File: src/hdl/ufir_defines.svh
// register offsets, field positions, reset values of the usb flag routing block
//
// Operation
// - any bank1 source sets its flag; flag with its enable requests an interrupt
// - writing 0 clears a flag bit; bits written 1 stay unchanged
// - reserved bits 7..4 of flags1 and 7..3 of select1 read 0, write 0
// - flags1 bit 3 is a live, uncleared copy of the vbus pin
// - in token to endpoint 3 with no valid data sets flag bit 2
// - endpoint 3 in tokens get nack until data is written and enabled
// - ack after endpoint 3 transmit sets flag bit 1
// - vbus attach or detach sets flag bit 0
// - bank0 select bit 0 routes to line zero, 1 routes to line one
// - select0 has eight read/write bits, all reset to 0
// - bank1 select bit 1 routes to line one, 0 to line zero
// - select1 bits 2..0 reset to 1
// - when both lines request, line zero has priority
// - a flag requests only while its enable bit is 1
// - bank0 full and empty status bits cannot be cleared by software
`ifndef UFIR_DEFINES_SVH
`define UFIR_DEFINES_SVH

// ----------------------------------------
// byte offsets on the register bus
// ----------------------------------------
`define UFIR_OFF_FLAGS1 8'h00
`define UFIR_OFF_SEL0 8'h04
`define UFIR_OFF_SEL1 8'h08
`define UFIR_OFF_FLAGS0 8'h0C
`define UFIR_OFF_EVT_STAT 8'h10
`define UFIR_OFF_EVT_CLR 8'h14
`define UFIR_OFF_EVT_EN 8'h18

// ----------------------------------------
// field positions
// ----------------------------------------
`define UFIR_F1_CONN 0
`define UFIR_F1_EP3_DONE 1
`define UFIR_F1_EP3_REQ 2
`define UFIR_F1_VBUS_MON 3
`define UFIR_F0_EP1_FULL 6
`define UFIR_F0_EP2_EMPTY 4
`define UFIR_EVT_ATTACH 0
`define UFIR_EVT_DETACH 1
`define UFIR_EVT_NACK 2

// ----------------------------------------
// reset values and masks
// ----------------------------------------
`define UFIR_RST_FLAGS1 3'h0
`define UFIR_RST_SEL0 8'h00
`define UFIR_RST_SEL1 3'h7
`define UFIR_RST_EVT 3'h0
`define UFIR_F0_STATUS_MASK 8'h50

`endif

File: src/hdl/ufir_pkg.sv
// types shared by the usb flag routing block
package ufir_pkg;
    typedef logic [7:0] ufir_byte_t;
    typedef logic [7:0] ufir_addr_t;
    typedef logic [31:0] ufir_word_t;
    typedef logic [2:0] ufir_bank1_t;
endpackage

File: src/hdl/ufir_regbus_if.sv
// internal register access strobes between bus slave and block core
`timescale 1ns/100ps
`default_nettype none
interface ufir_regbus_if;
    import ufir_pkg::*;
    logic wr_stb;
    logic rd_stb;
    ufir_addr_t addr;
    ufir_byte_t wdata;
    ufir_byte_t rdata;
    modport slave(output wr_stb, output rd_stb, output addr, output wdata, input rdata);
    modport core(input wr_stb, input rd_stb, input addr, input wdata, output rdata);
endinterface // ufir_regbus_if
`default_nettype wire

File: src/hdl/ufir_avmm_slave.sv
// avalon-mm slave with one wait state, drives the internal strobe interface
`timescale 1ns/100ps
`default_nettype none
module ufir_avmm_slave (
    // clock and reset
    input wire logic clk,
    input wire logic resetn,
    // avalon-mm
    input wire ufir_pkg::ufir_addr_t avs_address,
    input wire logic avs_read,
    input wire logic avs_write,
    input wire ufir_pkg::ufir_word_t avs_writedata,
    output ufir_pkg::ufir_word_t avs_readdata,
    output logic avs_waitrequest,
    // core side
    ufir_regbus_if.slave rb
);
    import ufir_pkg::*;

    // ----------------------------------------
    // handshake
    // ----------------------------------------
    // waitrequest drops for exactly one cycle per request; the write lands on
    // the edge the master sees it low, the read capture one edge earlier while it is high
    logic req;
    assign req = avs_read | avs_write;

    always_ff @(posedge clk or negedge resetn) begin
        if (!resetn) begin
            avs_waitrequest <= 1'b1;
        end else if (req && avs_waitrequest) begin
            avs_waitrequest <= 1'b0;
        end else begin
            avs_waitrequest <= 1'b1;
        end
    end

    always_ff @(posedge clk or negedge resetn) begin
        if (!resetn) begin
            avs_readdata <= 32'h0000_0000;
        end else if (avs_read && avs_waitrequest) begin
            avs_readdata <= {24'h00_0000, rb.rdata};
        end
    end

    assign rb.addr = avs_address;
    assign rb.wdata = avs_writedata[7:0];
    assign rb.wr_stb = avs_write & ~avs_waitrequest;
    assign rb.rd_stb = avs_read & ~avs_waitrequest;
endmodule // ufir_avmm_slave
`default_nettype wire

File: src/hdl/ufir_top.sv
// usb function bank1 flags, line select registers and interrupt routing
//
// The implementer's own choices: register access over Avalon-MM and the register offsets.
`timescale 1ns/100ps
`default_nettype none
`include "ufir_defines.svh"
module ufir_top (
    // clock and reset
    input wire logic clk,
    input wire logic resetn,
    // avalon-mm register bus
    input wire ufir_pkg::ufir_addr_t avs_address,
    input wire logic avs_read,
    input wire logic avs_write,
    input wire ufir_pkg::ufir_word_t avs_writedata,
    output ufir_pkg::ufir_word_t avs_readdata,
    output logic avs_waitrequest,
    // vbus pin, asynchronous
    input wire logic vbus_pin,
    // endpoint 3 engine, same clock
    input wire logic ep3_in_token,
    input wire logic ep3_fifo_valid,
    input wire logic ep3_ack_rx,
    output logic ep3_nack,
    // bank0 flag logic and enables, same clock
    input wire ufir_pkg::ufir_byte_t irq_flags_bank0,
    input wire ufir_pkg::ufir_byte_t irq_enable_bank0,
    input wire ufir_pkg::ufir_bank1_t irq_enable_bank1,
    output ufir_pkg::ufir_byte_t flags_bank0_clear,
    // toward the cpu interrupt controller
    output logic usb_irq_line_zero,
    output logic usb_irq_line_one,
    output logic irq_line_one_chosen,
    // block event interrupt
    output logic evt_irq
);
    import ufir_pkg::*;

    // ----------------------------------------
    // helpers
    // ----------------------------------------
    // pending request of one bank on one line
    function automatic logic route_any(input ufir_byte_t flags, input ufir_byte_t en,
                                       input ufir_byte_t sel, input logic line);
        ufir_byte_t hit;
        hit = flags & en & (line ? sel : ~sel);
        return |hit;
    endfunction

    // write-zero-to-clear with set priority
    function automatic ufir_bank1_t w0c_set(input ufir_bank1_t cur, input ufir_bank1_t set,
                                            input logic wr, input ufir_bank1_t wval);
        ufir_bank1_t kept;
        kept = wr ? (cur & wval) : cur;
        return kept | set;
    endfunction

    // one register address compare, shared by the write strobes and the read mux
    function automatic logic addr_is(input ufir_addr_t a, input ufir_addr_t off);
        return a == off;
    endfunction

    // ----------------------------------------
    // register bus slave
    // ----------------------------------------
    ufir_regbus_if rb ();

    ufir_avmm_slave u_slave (
        .clk(clk),
        .resetn(resetn),
        .avs_address(avs_address),
        .avs_read(avs_read),
        .avs_write(avs_write),
        .avs_writedata(avs_writedata),
        .avs_readdata(avs_readdata),
        .avs_waitrequest(avs_waitrequest),
        .rb(rb)
    );

    logic wr_flags1;
    logic wr_sel0;
    logic wr_sel1;
    logic wr_flags0;
    logic wr_evt_clr;
    logic wr_evt_en;
    assign wr_flags1 = rb.wr_stb && addr_is(rb.addr, `UFIR_OFF_FLAGS1);
    assign wr_sel0 = rb.wr_stb && addr_is(rb.addr, `UFIR_OFF_SEL0);
    assign wr_sel1 = rb.wr_stb && addr_is(rb.addr, `UFIR_OFF_SEL1);
    assign wr_flags0 = rb.wr_stb && addr_is(rb.addr, `UFIR_OFF_FLAGS0);
    assign wr_evt_clr = rb.wr_stb && addr_is(rb.addr, `UFIR_OFF_EVT_CLR);
    assign wr_evt_en = rb.wr_stb && addr_is(rb.addr, `UFIR_OFF_EVT_EN);

    // ----------------------------------------
    // vbus synchroniser
    // ----------------------------------------
    logic vbus_meta_reg;
    logic vbus_sync_reg;
    logic vbus_prev_reg;

    // the pin is asynchronous, so only the second flop feeds logic; the third
    // flop just remembers the last synced level for attach and detach edges
    always_ff @(posedge clk or negedge resetn) begin
        if (!resetn) begin
            vbus_meta_reg <= 1'b0;
            vbus_sync_reg <= 1'b0;
            vbus_prev_reg <= 1'b0;
        end else begin
            vbus_meta_reg <= vbus_pin;
            vbus_sync_reg <= vbus_meta_reg;
            vbus_prev_reg <= vbus_sync_reg;
        end
    end

    logic vbus_rise;
    logic vbus_fall;
    assign vbus_rise = vbus_sync_reg & ~vbus_prev_reg;
    assign vbus_fall = ~vbus_sync_reg & vbus_prev_reg;

    // ----------------------------------------
    // endpoint 3 events
    // ----------------------------------------
    logic ep3_starved;
    assign ep3_starved = ep3_in_token & ~ep3_fifo_valid;

    // nack goes out one cycle after the token while no packet is armed
    always_ff @(posedge clk or negedge resetn) begin
        if (!resetn) begin
            ep3_nack <= 1'b0;
        end else begin
            ep3_nack <= ep3_starved;
        end
    end

    // ----------------------------------------
    // bank1 flags
    // ----------------------------------------
    ufir_bank1_t flags1_reg;
    ufir_bank1_t flags1_set;

    always_comb begin
        flags1_set = 3'h0;
        flags1_set[`UFIR_F1_EP3_REQ] = ep3_starved;
        flags1_set[`UFIR_F1_EP3_DONE] = ep3_ack_rx;
        flags1_set[`UFIR_F1_CONN] = vbus_rise | vbus_fall;
    end

    // a source firing in the clearing cycle keeps its flag set,
    // so software never loses an event that lands on its own clear
    always_ff @(posedge clk or negedge resetn) begin
        if (!resetn) begin
            flags1_reg <= `UFIR_RST_FLAGS1;
        end else begin
            flags1_reg <= w0c_set(flags1_reg, flags1_set, wr_flags1, rb.wdata[2:0]);
        end
    end

    // ----------------------------------------
    // line select registers
    // ----------------------------------------
    ufir_byte_t sel0_reg;
    ufir_bank1_t sel1_reg;

    always_ff @(posedge clk or negedge resetn) begin
        if (!resetn) begin
            sel0_reg <= `UFIR_RST_SEL0;
        end else if (wr_sel0) begin
            sel0_reg <= rb.wdata;
        end
    end

    // upper written bits are dropped, so reserved bits stay zero
    always_ff @(posedge clk or negedge resetn) begin
        if (!resetn) begin
            sel1_reg <= `UFIR_RST_SEL1;
        end else if (wr_sel1) begin
            sel1_reg <= rb.wdata[2:0];
        end
    end

    // ----------------------------------------
    // bank0 clear forwarding
    // ----------------------------------------
    // a zero bit written here becomes a one-cycle clear pulse for the
    // bank0 flag logic; the two fifo status bits are never cleared
    always_ff @(posedge clk or negedge resetn) begin
        if (!resetn) begin
            flags_bank0_clear <= 8'h00;
        end else if (wr_flags0) begin
            flags_bank0_clear <= ~rb.wdata & ~`UFIR_F0_STATUS_MASK;
        end else begin
            flags_bank0_clear <= 8'h00;
        end
    end

    // ----------------------------------------
    // interrupt line routing
    // ----------------------------------------
    // bank1 is widened so one routing function serves both banks
    ufir_byte_t flags1_ext;
    ufir_byte_t en1_ext;
    ufir_byte_t sel1_ext;
    assign flags1_ext = {5'h00, flags1_reg};
    assign en1_ext = {5'h00, irq_enable_bank1};
    assign sel1_ext = {5'h00, sel1_reg};

    logic line0_next;
    logic line1_next;
    assign line0_next = route_any(irq_flags_bank0, irq_enable_bank0, sel0_reg, 1'b0)
                      | route_any(flags1_ext, en1_ext, sel1_ext, 1'b0);
    assign line1_next = route_any(irq_flags_bank0, irq_enable_bank0, sel0_reg, 1'b1)
                      | route_any(flags1_ext, en1_ext, sel1_ext, 1'b1);

    // one register stage keeps the outputs glitch free toward the controller
    always_ff @(posedge clk or negedge resetn) begin
        if (!resetn) begin
            usb_irq_line_zero <= 1'b0;
            usb_irq_line_one <= 1'b0;
        end else begin
            usb_irq_line_zero <= line0_next;
            usb_irq_line_one <= line1_next;
        end
    end

    // tells the controller which vector to take; line zero wins a tie
    always_ff @(posedge clk or negedge resetn) begin
        if (!resetn) begin
            irq_line_one_chosen <= 1'b0;
        end else begin
            irq_line_one_chosen <= line1_next & ~line0_next;
        end
    end

    // ----------------------------------------
    // block event status, clear and enable
    // ----------------------------------------
    // the block's own summary interrupt; a set beats a clear in the same cycle
    ufir_bank1_t evt_stat_reg;
    ufir_bank1_t evt_en_reg;
    ufir_bank1_t evt_set;
    ufir_bank1_t evt_clr;

    always_comb begin
        evt_set = 3'h0;
        evt_set[`UFIR_EVT_ATTACH] = vbus_rise;
        evt_set[`UFIR_EVT_DETACH] = vbus_fall;
        evt_set[`UFIR_EVT_NACK] = ep3_starved;
        evt_clr = wr_evt_clr ? rb.wdata[2:0] : 3'h0;
    end

    always_ff @(posedge clk or negedge resetn) begin
        if (!resetn) begin
            evt_stat_reg <= `UFIR_RST_EVT;
        end else begin
            evt_stat_reg <= (evt_stat_reg & ~evt_clr) | evt_set;
        end
    end

    always_ff @(posedge clk or negedge resetn) begin
        if (!resetn) begin
            evt_en_reg <= `UFIR_RST_EVT;
        end else if (wr_evt_en) begin
            evt_en_reg <= rb.wdata[2:0];
        end
    end

    always_ff @(posedge clk or negedge resetn) begin
        if (!resetn) begin
            evt_irq <= 1'b0;
        end else begin
            evt_irq <= |(evt_stat_reg & evt_en_reg);
        end
    end

    // ----------------------------------------
    // read decode
    // ----------------------------------------
    // the clear register is write-only and reserved bits are tied low,
    // so reading back what was written shows zeros there
    ufir_byte_t rdata;
    ufir_byte_t flags1_view;

    always_comb begin
        flags1_view = 8'h00;
        flags1_view[`UFIR_F1_VBUS_MON] = vbus_sync_reg;
        flags1_view[`UFIR_F1_EP3_REQ] = flags1_reg[`UFIR_F1_EP3_REQ];
        flags1_view[`UFIR_F1_EP3_DONE] = flags1_reg[`UFIR_F1_EP3_DONE];
        flags1_view[`UFIR_F1_CONN] = flags1_reg[`UFIR_F1_CONN];
    end

    always_comb begin
        if (addr_is(rb.addr, `UFIR_OFF_FLAGS1)) begin
            rdata = flags1_view;
        end else if (addr_is(rb.addr, `UFIR_OFF_SEL0)) begin
            rdata = sel0_reg;
        end else if (addr_is(rb.addr, `UFIR_OFF_SEL1)) begin
            rdata = {5'h00, sel1_reg};
        end else if (addr_is(rb.addr, `UFIR_OFF_FLAGS0)) begin
            rdata = irq_flags_bank0;
        end else if (addr_is(rb.addr, `UFIR_OFF_EVT_STAT)) begin
            rdata = {5'h00, evt_stat_reg};
        end else if (addr_is(rb.addr, `UFIR_OFF_EVT_EN)) begin
            rdata = {5'h00, evt_en_reg};
        end else if (addr_is(rb.addr, `UFIR_OFF_EVT_CLR)) begin
            rdata = 8'h00;
        end else begin
            rdata = 8'h00;
        end
    end
    assign rb.rdata = rdata;
endmodule // ufir_top
`default_nettype wire

File: config.mk
export PLATFORM = sky130hd
export DESIGN_NAME = ufir_top
export DESIGN_NICKNAME = d
export VERILOG_FILES = /design/src/hdl/ufir_pkg.sv /design/src/hdl/ufir_regbus_if.sv /design/src/hdl/ufir_avmm_slave.sv /design/src/hdl/ufir_top.sv
export VERILOG_INCLUDE_DIRS = /design/src /design/src/hdl
export SDC_FILE = /design/constraint.sdc
export NUM_CORES = 1
export LEC_CHECK = 0
export BUFFER_PORTS_ARGS = -buffer_cell sky130_fd_sc_hd__clkbuf_2
export CELL_PAD_IN_SITES_DETAIL_PLACEMENT = 1
export CELL_PAD_IN_SITES_GLOBAL_PLACEMENT = 1
export CORE_UTILIZATION = 35
export CTS_BUF_LIST = sky130_fd_sc_hd__clkbuf_4
export DETAILED_ROUTE_END_ITERATION = 10
export PLACE_DENSITY_LB_ADDON = 0.1
export SLEW_MARGIN = 10
export SYNTH_ARGS = -nofsm -noshare
export SYNTH_HDL_FRONTEND = slang
export SYNTH_SLANG_ARGS = --single-unit
File: constraint.sdc
create_clock -name clk -period 2.29 [get_ports clk]
set_clock_uncertainty 0.2 [all_clocks]
set_input_delay 0.3435 -clock clk [delete_from_list [all_inputs] [get_ports clk]]
set_output_delay 0.3435 -clock clk [all_outputs]
set_load 0.05 [all_outputs]
---- After elaboration in Yosys (flattened, before gate mapping) ----
Cells that the tools add are included.
cells by class
  equality and inequality tests ........... 6
  mux-type cells .......................... 10
  reductions and logical operators ........ 14
  bitwise logic cells ..................... 29
operators with widths
  cell                                                 count
  two-way mux 8 bit                                    5
  AND 8 bit                                            4
  OR reduction 8 bit                                   4
  equality test 8 x 5 -> 1 bit, second input constant  3
  equality test 8 x 4 -> 1 bit, second input constant  2
  inverter 8 bit                                       2
  AND 3 bit                                            5
  two-way mux 3 bit                                    4
  equality test 8 x 3 -> 1 bit, second input constant  1
  logical AND 1 bit                                    8
  zero test 8 bit                                      1
  inverter 3 -> 8 bit                                  1
  bitwise OR 3 bit                                     2
  AND 1 bit                                            5
  inverter 1 bit                                       5
  bitwise OR 1 bit                                     4
  inverter 3 bit                                       1
  OR reduction 3 bit                                   1
  two-way mux 1 bit                                    1
word-level totals
  output and inout port bits .............. 46
  word-level logic and storage cells ...... 75
  bits in registers ....................... 45

---- Longest topological paths before layout ----
  depth after elaboration ................. 7
  depth in mapped cells ................... 6

---- By module ----
Synthesis repeated with hierarchy kept, for this count alone.
unflattened totals
  cell total of the unflattened synthesis .. 230
  area, all modules ....................... 2468.6 sq um
modules (own cells, without submodules)
  module           sequential area each (sq um)  times used  area an instance (sq um)  cells an instance
  ufir_top         854.6                         1           1814.2                    168
  ufir_avmm_slave  226.5                         1           654.4                     62

---- Worst setup path after synthesis ----
No wires, ideal clock.
  path kind ............................... register to register
  from .................................... register u_slave.avs_waitrequest
  to ...................................... register flags1_reg[2]
  path slack .............................. 0.323 ns
  data arrival time ....................... 1.646 ns
  path buffers ............................ 0
  data required time ...................... 1.969 ns
  cell stages (with the launch flop) ...... 5
  cell sequence ........................... dfstp_2 > or4b_4 > or4b_4 > o21ai_1 > nand2b_1
on the way
  word-level cells in the longest chain between the ends .. 5
ends and longest elaborated chain
  item                    RTL line               text
  start, declared         ufir_avmm_slave.sv:14  output logic avs_waitrequest,
  start signal, assigned  ufir_avmm_slave.sv:30  avs_waitrequest <= 1'b1;
  start signal, assigned  ufir_avmm_slave.sv:32  avs_waitrequest <= 1'b0;
  start signal, assigned  ufir_avmm_slave.sv:34  avs_waitrequest <= 1'b1;
  inverter 1 bit          ufir_avmm_slave.sv:48  assign rb.wr_stb = avs_write & ~avs_waitrequest;
  AND 1 bit               ufir_avmm_slave.sv:48
  logical AND 1 bit       ufir_top.sv:86         assign wr_flags1 = rb.wr_stb && addr_is(rb.addr, `UFIR_OFF_FLAGS1);
  two-way mux 3 bit       ufir_top.sv:54         kept = wr ? (cur & wval) : cur;
  bitwise OR 3 bit        ufir_top.sv:55         return kept | set;
  end signal, assigned    ufir_top.sv:151        flags1_reg <= `UFIR_RST_FLAGS1;
  end signal, assigned    ufir_top.sv:153        flags1_reg <= w0c_set(flags1_reg, flags1_set, wr_flags1, rb.wdata[2:0]);
  end, declared           ufir_top.sv:137        ufir_bank1_t flags1_reg;
Every way passes these cells.
A chain may end at the register's enable or synchronous reset.

---- Worst setup path in the final report ----
  from .................................... input avs_write
  to ...................................... register sel0_reg[1]
on the way
  word-level cells in the longest chain between the ends .. 2
ends and longest elaborated chain
  item                  RTL line               text
  start, declared       ufir_top.sv:14         input wire logic avs_write,
  AND 1 bit             ufir_avmm_slave.sv:48
  logical AND 1 bit     ufir_top.sv:87         assign wr_sel0 = rb.wr_stb && addr_is(rb.addr, `UFIR_OFF_SEL0);
  end signal, assigned  ufir_top.sv:165        sel0_reg <= `UFIR_RST_SEL0;
  end signal, assigned  ufir_top.sv:167        sel0_reg <= rb.wdata;
  end, declared         ufir_top.sv:160        ufir_byte_t sel0_reg;
Every way passes these cells.

==> flow_summary.json <==
{
  "synthToLayoutAreaGrowth_pct": 23.5,
  "p_clk_share_pct": 27.5,
  "overflow": 0,
  "finalSetupViolCount": 0,
  "post-route-min-period_ps": 2170,
  "critical_path_arrival_ps": 2230,
  "vias_per_cell": 5.04,
  "cts_buffers": 5,
  "die_w_um": 83.0,
  "synth_area_leaders": "dfrtp_1 42%, buf_4 8.8%, mux2_2 7.8%",
  "p_sw_mw": 0.518,
  "ys_async_sr_fraction_pct": 100,
  "synth-seq-area-share_pct": 47.0,
  "layout.nets": 376,
  "crit_path_start_kind": "input port",
  "synth_cell_types": 40,
  "powerDensity_nw_per_um2": 534,
  "grt_pass1_wl_um": 10400,
  "drcViolationCount": 0,
  "p_sw_share_pct": 34.2,
  "synth_edf_count": 0,
  "wl_um": 6160,
  "fin_crit_sh_pct": 94.7,
  "io_pins": 113,
  "syn-instance-count": 223,
  "antenna_found_initial": 0,
  "grt_max_degree": 22,
  "clkTransAtPathRegs_ps": 140,
  "avgSynthCellArea_um2": 10.3,
  "cts_sinks": 43,
  "grt.total_usage_pct": 19.1,
  "intPower_mw": 0.996,
  "p_comb_share_pct": 20.2,
  "vias": 1940,
  "use_met1_pct": 24.0,
  "peakVddDrop_mv": 0.298,
  "htree_levels": 2,
  "endpoint_kind": "flip-flop",
  "dpl.hpwl_um": 4780,
  "die-area_um2": 6890,
  "worst_pin_slew_ps": 568,
  "clk_path_buf_depth": 2,
  "cp_cell_sequence": "dlygate4sd3_1 > clkbuf_2 > or4b_4 > nor3_2 > nand2_2 > mux2_2",
  "insertion_delay_ps": 360,
  "post-cts-setup-buffers": 0,
  "fin_tns_setup_ps": 0,
  "grt_pass1_vias": 2053,
  "antennaDiodeCount": 0,
  "whs_ps": 23.6,
  "grt_use_met2_pct": 33.7,
  "drive_gt1_share_pct": 34.1,
  "leakage_nw": 1.41,
  "die_y_um": 83.0,
  "cts_tree": "built",
  "hold_viol_final": 0,
  "synth_top_area_share_pct": 42.5,
  "synth_top_area_cell": "dfrtp_1",
  "initial_utilization_pct": 36.2,
  "drtIter0Drc": 71,
  "slew_violations": 0,
  "slowest_delay_ps": 520,
  "grt_most_used_layer": "met2",
  "use_met3_pct": 3.88,
  "synth_warnings": 0,
  "max_freq_ghz": 0.461,
  "synthFlopType": "dfrtp_1",
  "maxCapViolCount": 0,
  "status": "finished, final reports clean",
  "cp_max_fo": 8,
  "rsz0062_at_grt": "false",
  "worstSetupPathType": "input port to flip-flop",
  "hold_class": "input port to flip-flop",
  "antenna_left": 0,
  "io_buffers": 62,
  "core-area_um2": 6350,
  "crit_required_ps": 2360,
  "rows": 29,
  "syn-cell-area_um2": 2300,
  "crit_path_top_delay_cell": "dlygate4sd3_1",
  "firstDrtPassIters": 4,
  "slew_headroom_pct": 62.1,
  "root_buffer": "clkbuf_4",
  "power_frac_seq_pct": 52.4,
  "place.gp.congestion": 0.793,
  "routedWlPerCell_um": 16.0,
  "ys_seq_elements": 43
}
-- worst max-delay path: cells and delay by family --
family	cells	cell delay [ps]
AND/OR/NAND/NOR	3	940
multiplexers	1	320
buffers and inverters	2	630
-- layout make-up --
class	count	area, um2
Sequential cell	43	1080
Clock buffer	5	37.5
Clock inverter	3	26.3
Multi-Input combinational cell	168	1070
Fill cell	759	3510
Timing Repair Buffer	84	508
Inverter	5	18.8
Tap cell	77	96.3
-- per-layer routing --
| layer | up-vias | share of wire (%) |
|---|---|---|
| met5 | - | 0 |
| met4 | 0 | 1.0 |
| met3 | 6 | 4.0 |
| met2 | 57 | 49 |
| met1 | 953 | 46 |
| li1 | 924 | - |
-- kinds of logic after synthesis --
logic type      share of synthesized area [%]
mux                                      10.0
flops                                    47.0
buf+inv                                  10.5
other cells                             0.163
fa+ha+maj                                1.09
simple gates                             20.9
compound gates                           10.3
-- stage by stage --
stage	power [mW]	util [%]	setup slack [ps]	std cells	cell area, um2
after floorplan	1.02	-	323	248	2390
after global placement	1.09	41.6	162	364	2640
after detailed placement	1.09	41.6	142	364	2640
after CTS	1.54	44.7	124	385	2840
after global routing	1.58	44.7	39.0	385	2840
final	1.51	44.7	121	385	2840
-- synth_stat cells (all sizes together) (4+ instances only) --
cell	instances
nor3	4
nand2	27
o21ai	11
nand3b	4
nand3	18
mux2	16
o2111ai	7
nand2b	5
clkbuf	4
inv	5
nor2	11
dfstp	4
dfrtp	39
mux2i	5
and3b	4
buf	28
-- power groups by stage --
stage / clock network [mW] / registers [mW] / logic, mW
floorplan: 0 / 0.829 / 0.195
global placement: 0 / 0.806 / 0.284
detailed placement: 0 / 0.807 / 0.287
CTS: 0.436 / 0.793 / 0.306
global route: 0.457 / 0.796 / 0.329
finish: 0.416 / 0.793 / 0.306
-- path summary, 6_finish.rpt --
path                            depth (start not counted)                              to                               from  slack (ps)
worst max-delay path                                    6         sel0_reg[1]$_DFFE_PN0P_                          avs_write         120
min in group asynchronous                               2         flags1_reg[1]$_DFF_PN0_                             resetn         280
worst min-delay path                                    2  flags_bank0_clear[1]$_DFF_PN0_                   avs_writedata[1]          20
worst min register to register                          0         vbus_sync_reg$_DFF_PN0_            vbus_meta_reg$_DFF_PN0_         180
max in group asynchronous                               3         sel1_reg[2]$_DFFE_PN1P_                             resetn         940
worst max register to register                          4         sel0_reg[1]$_DFFE_PN0P_  u_slave.avs_waitrequest$_DFF_PN1_         300
-- what timing repair did --
item                                    in CTS  in global routing
endpoints found under the hold margin       29                  0
hold buffers                                13                  0
endpoints found under the setup margin       0                  0
resized for setup                            0                  0
-- cell usage in the layout, fill, tap and decap left out, types with 2 or more instances in the layout --
master	Yosys	final
conb_1	1	26
nand2b_1	5	5
and3b_1	4	4
nor4_2	2	2
nand3_1	18	18
o21ai_0	8	8
nor3_1	3	3
dfstp_2	4	4
clkbuf_2	1	62
nand4_1	2	2
dfrtp_1	39	39
inv_6	0	2
mux2i_1	5	5
nor2b_1	2	2
nand3b_1	4	4
clkbuf_4	0	5
nor2_1	11	11
nor4b_1	2	2
mux2_2	16	16
dlygate4sd3_1	0	13
a221o_1	3	3
nand2_1	26	26
inv_1	5	5
buf_4	27	9
ha_1	2	2
o2111ai_1	7	7
or4b_4	2	2
o21ai_1	3	3
a222oi_1	2	2
a21o_1	3	3
o22ai_1	2	2
Power figures use the tool's default switching activity.
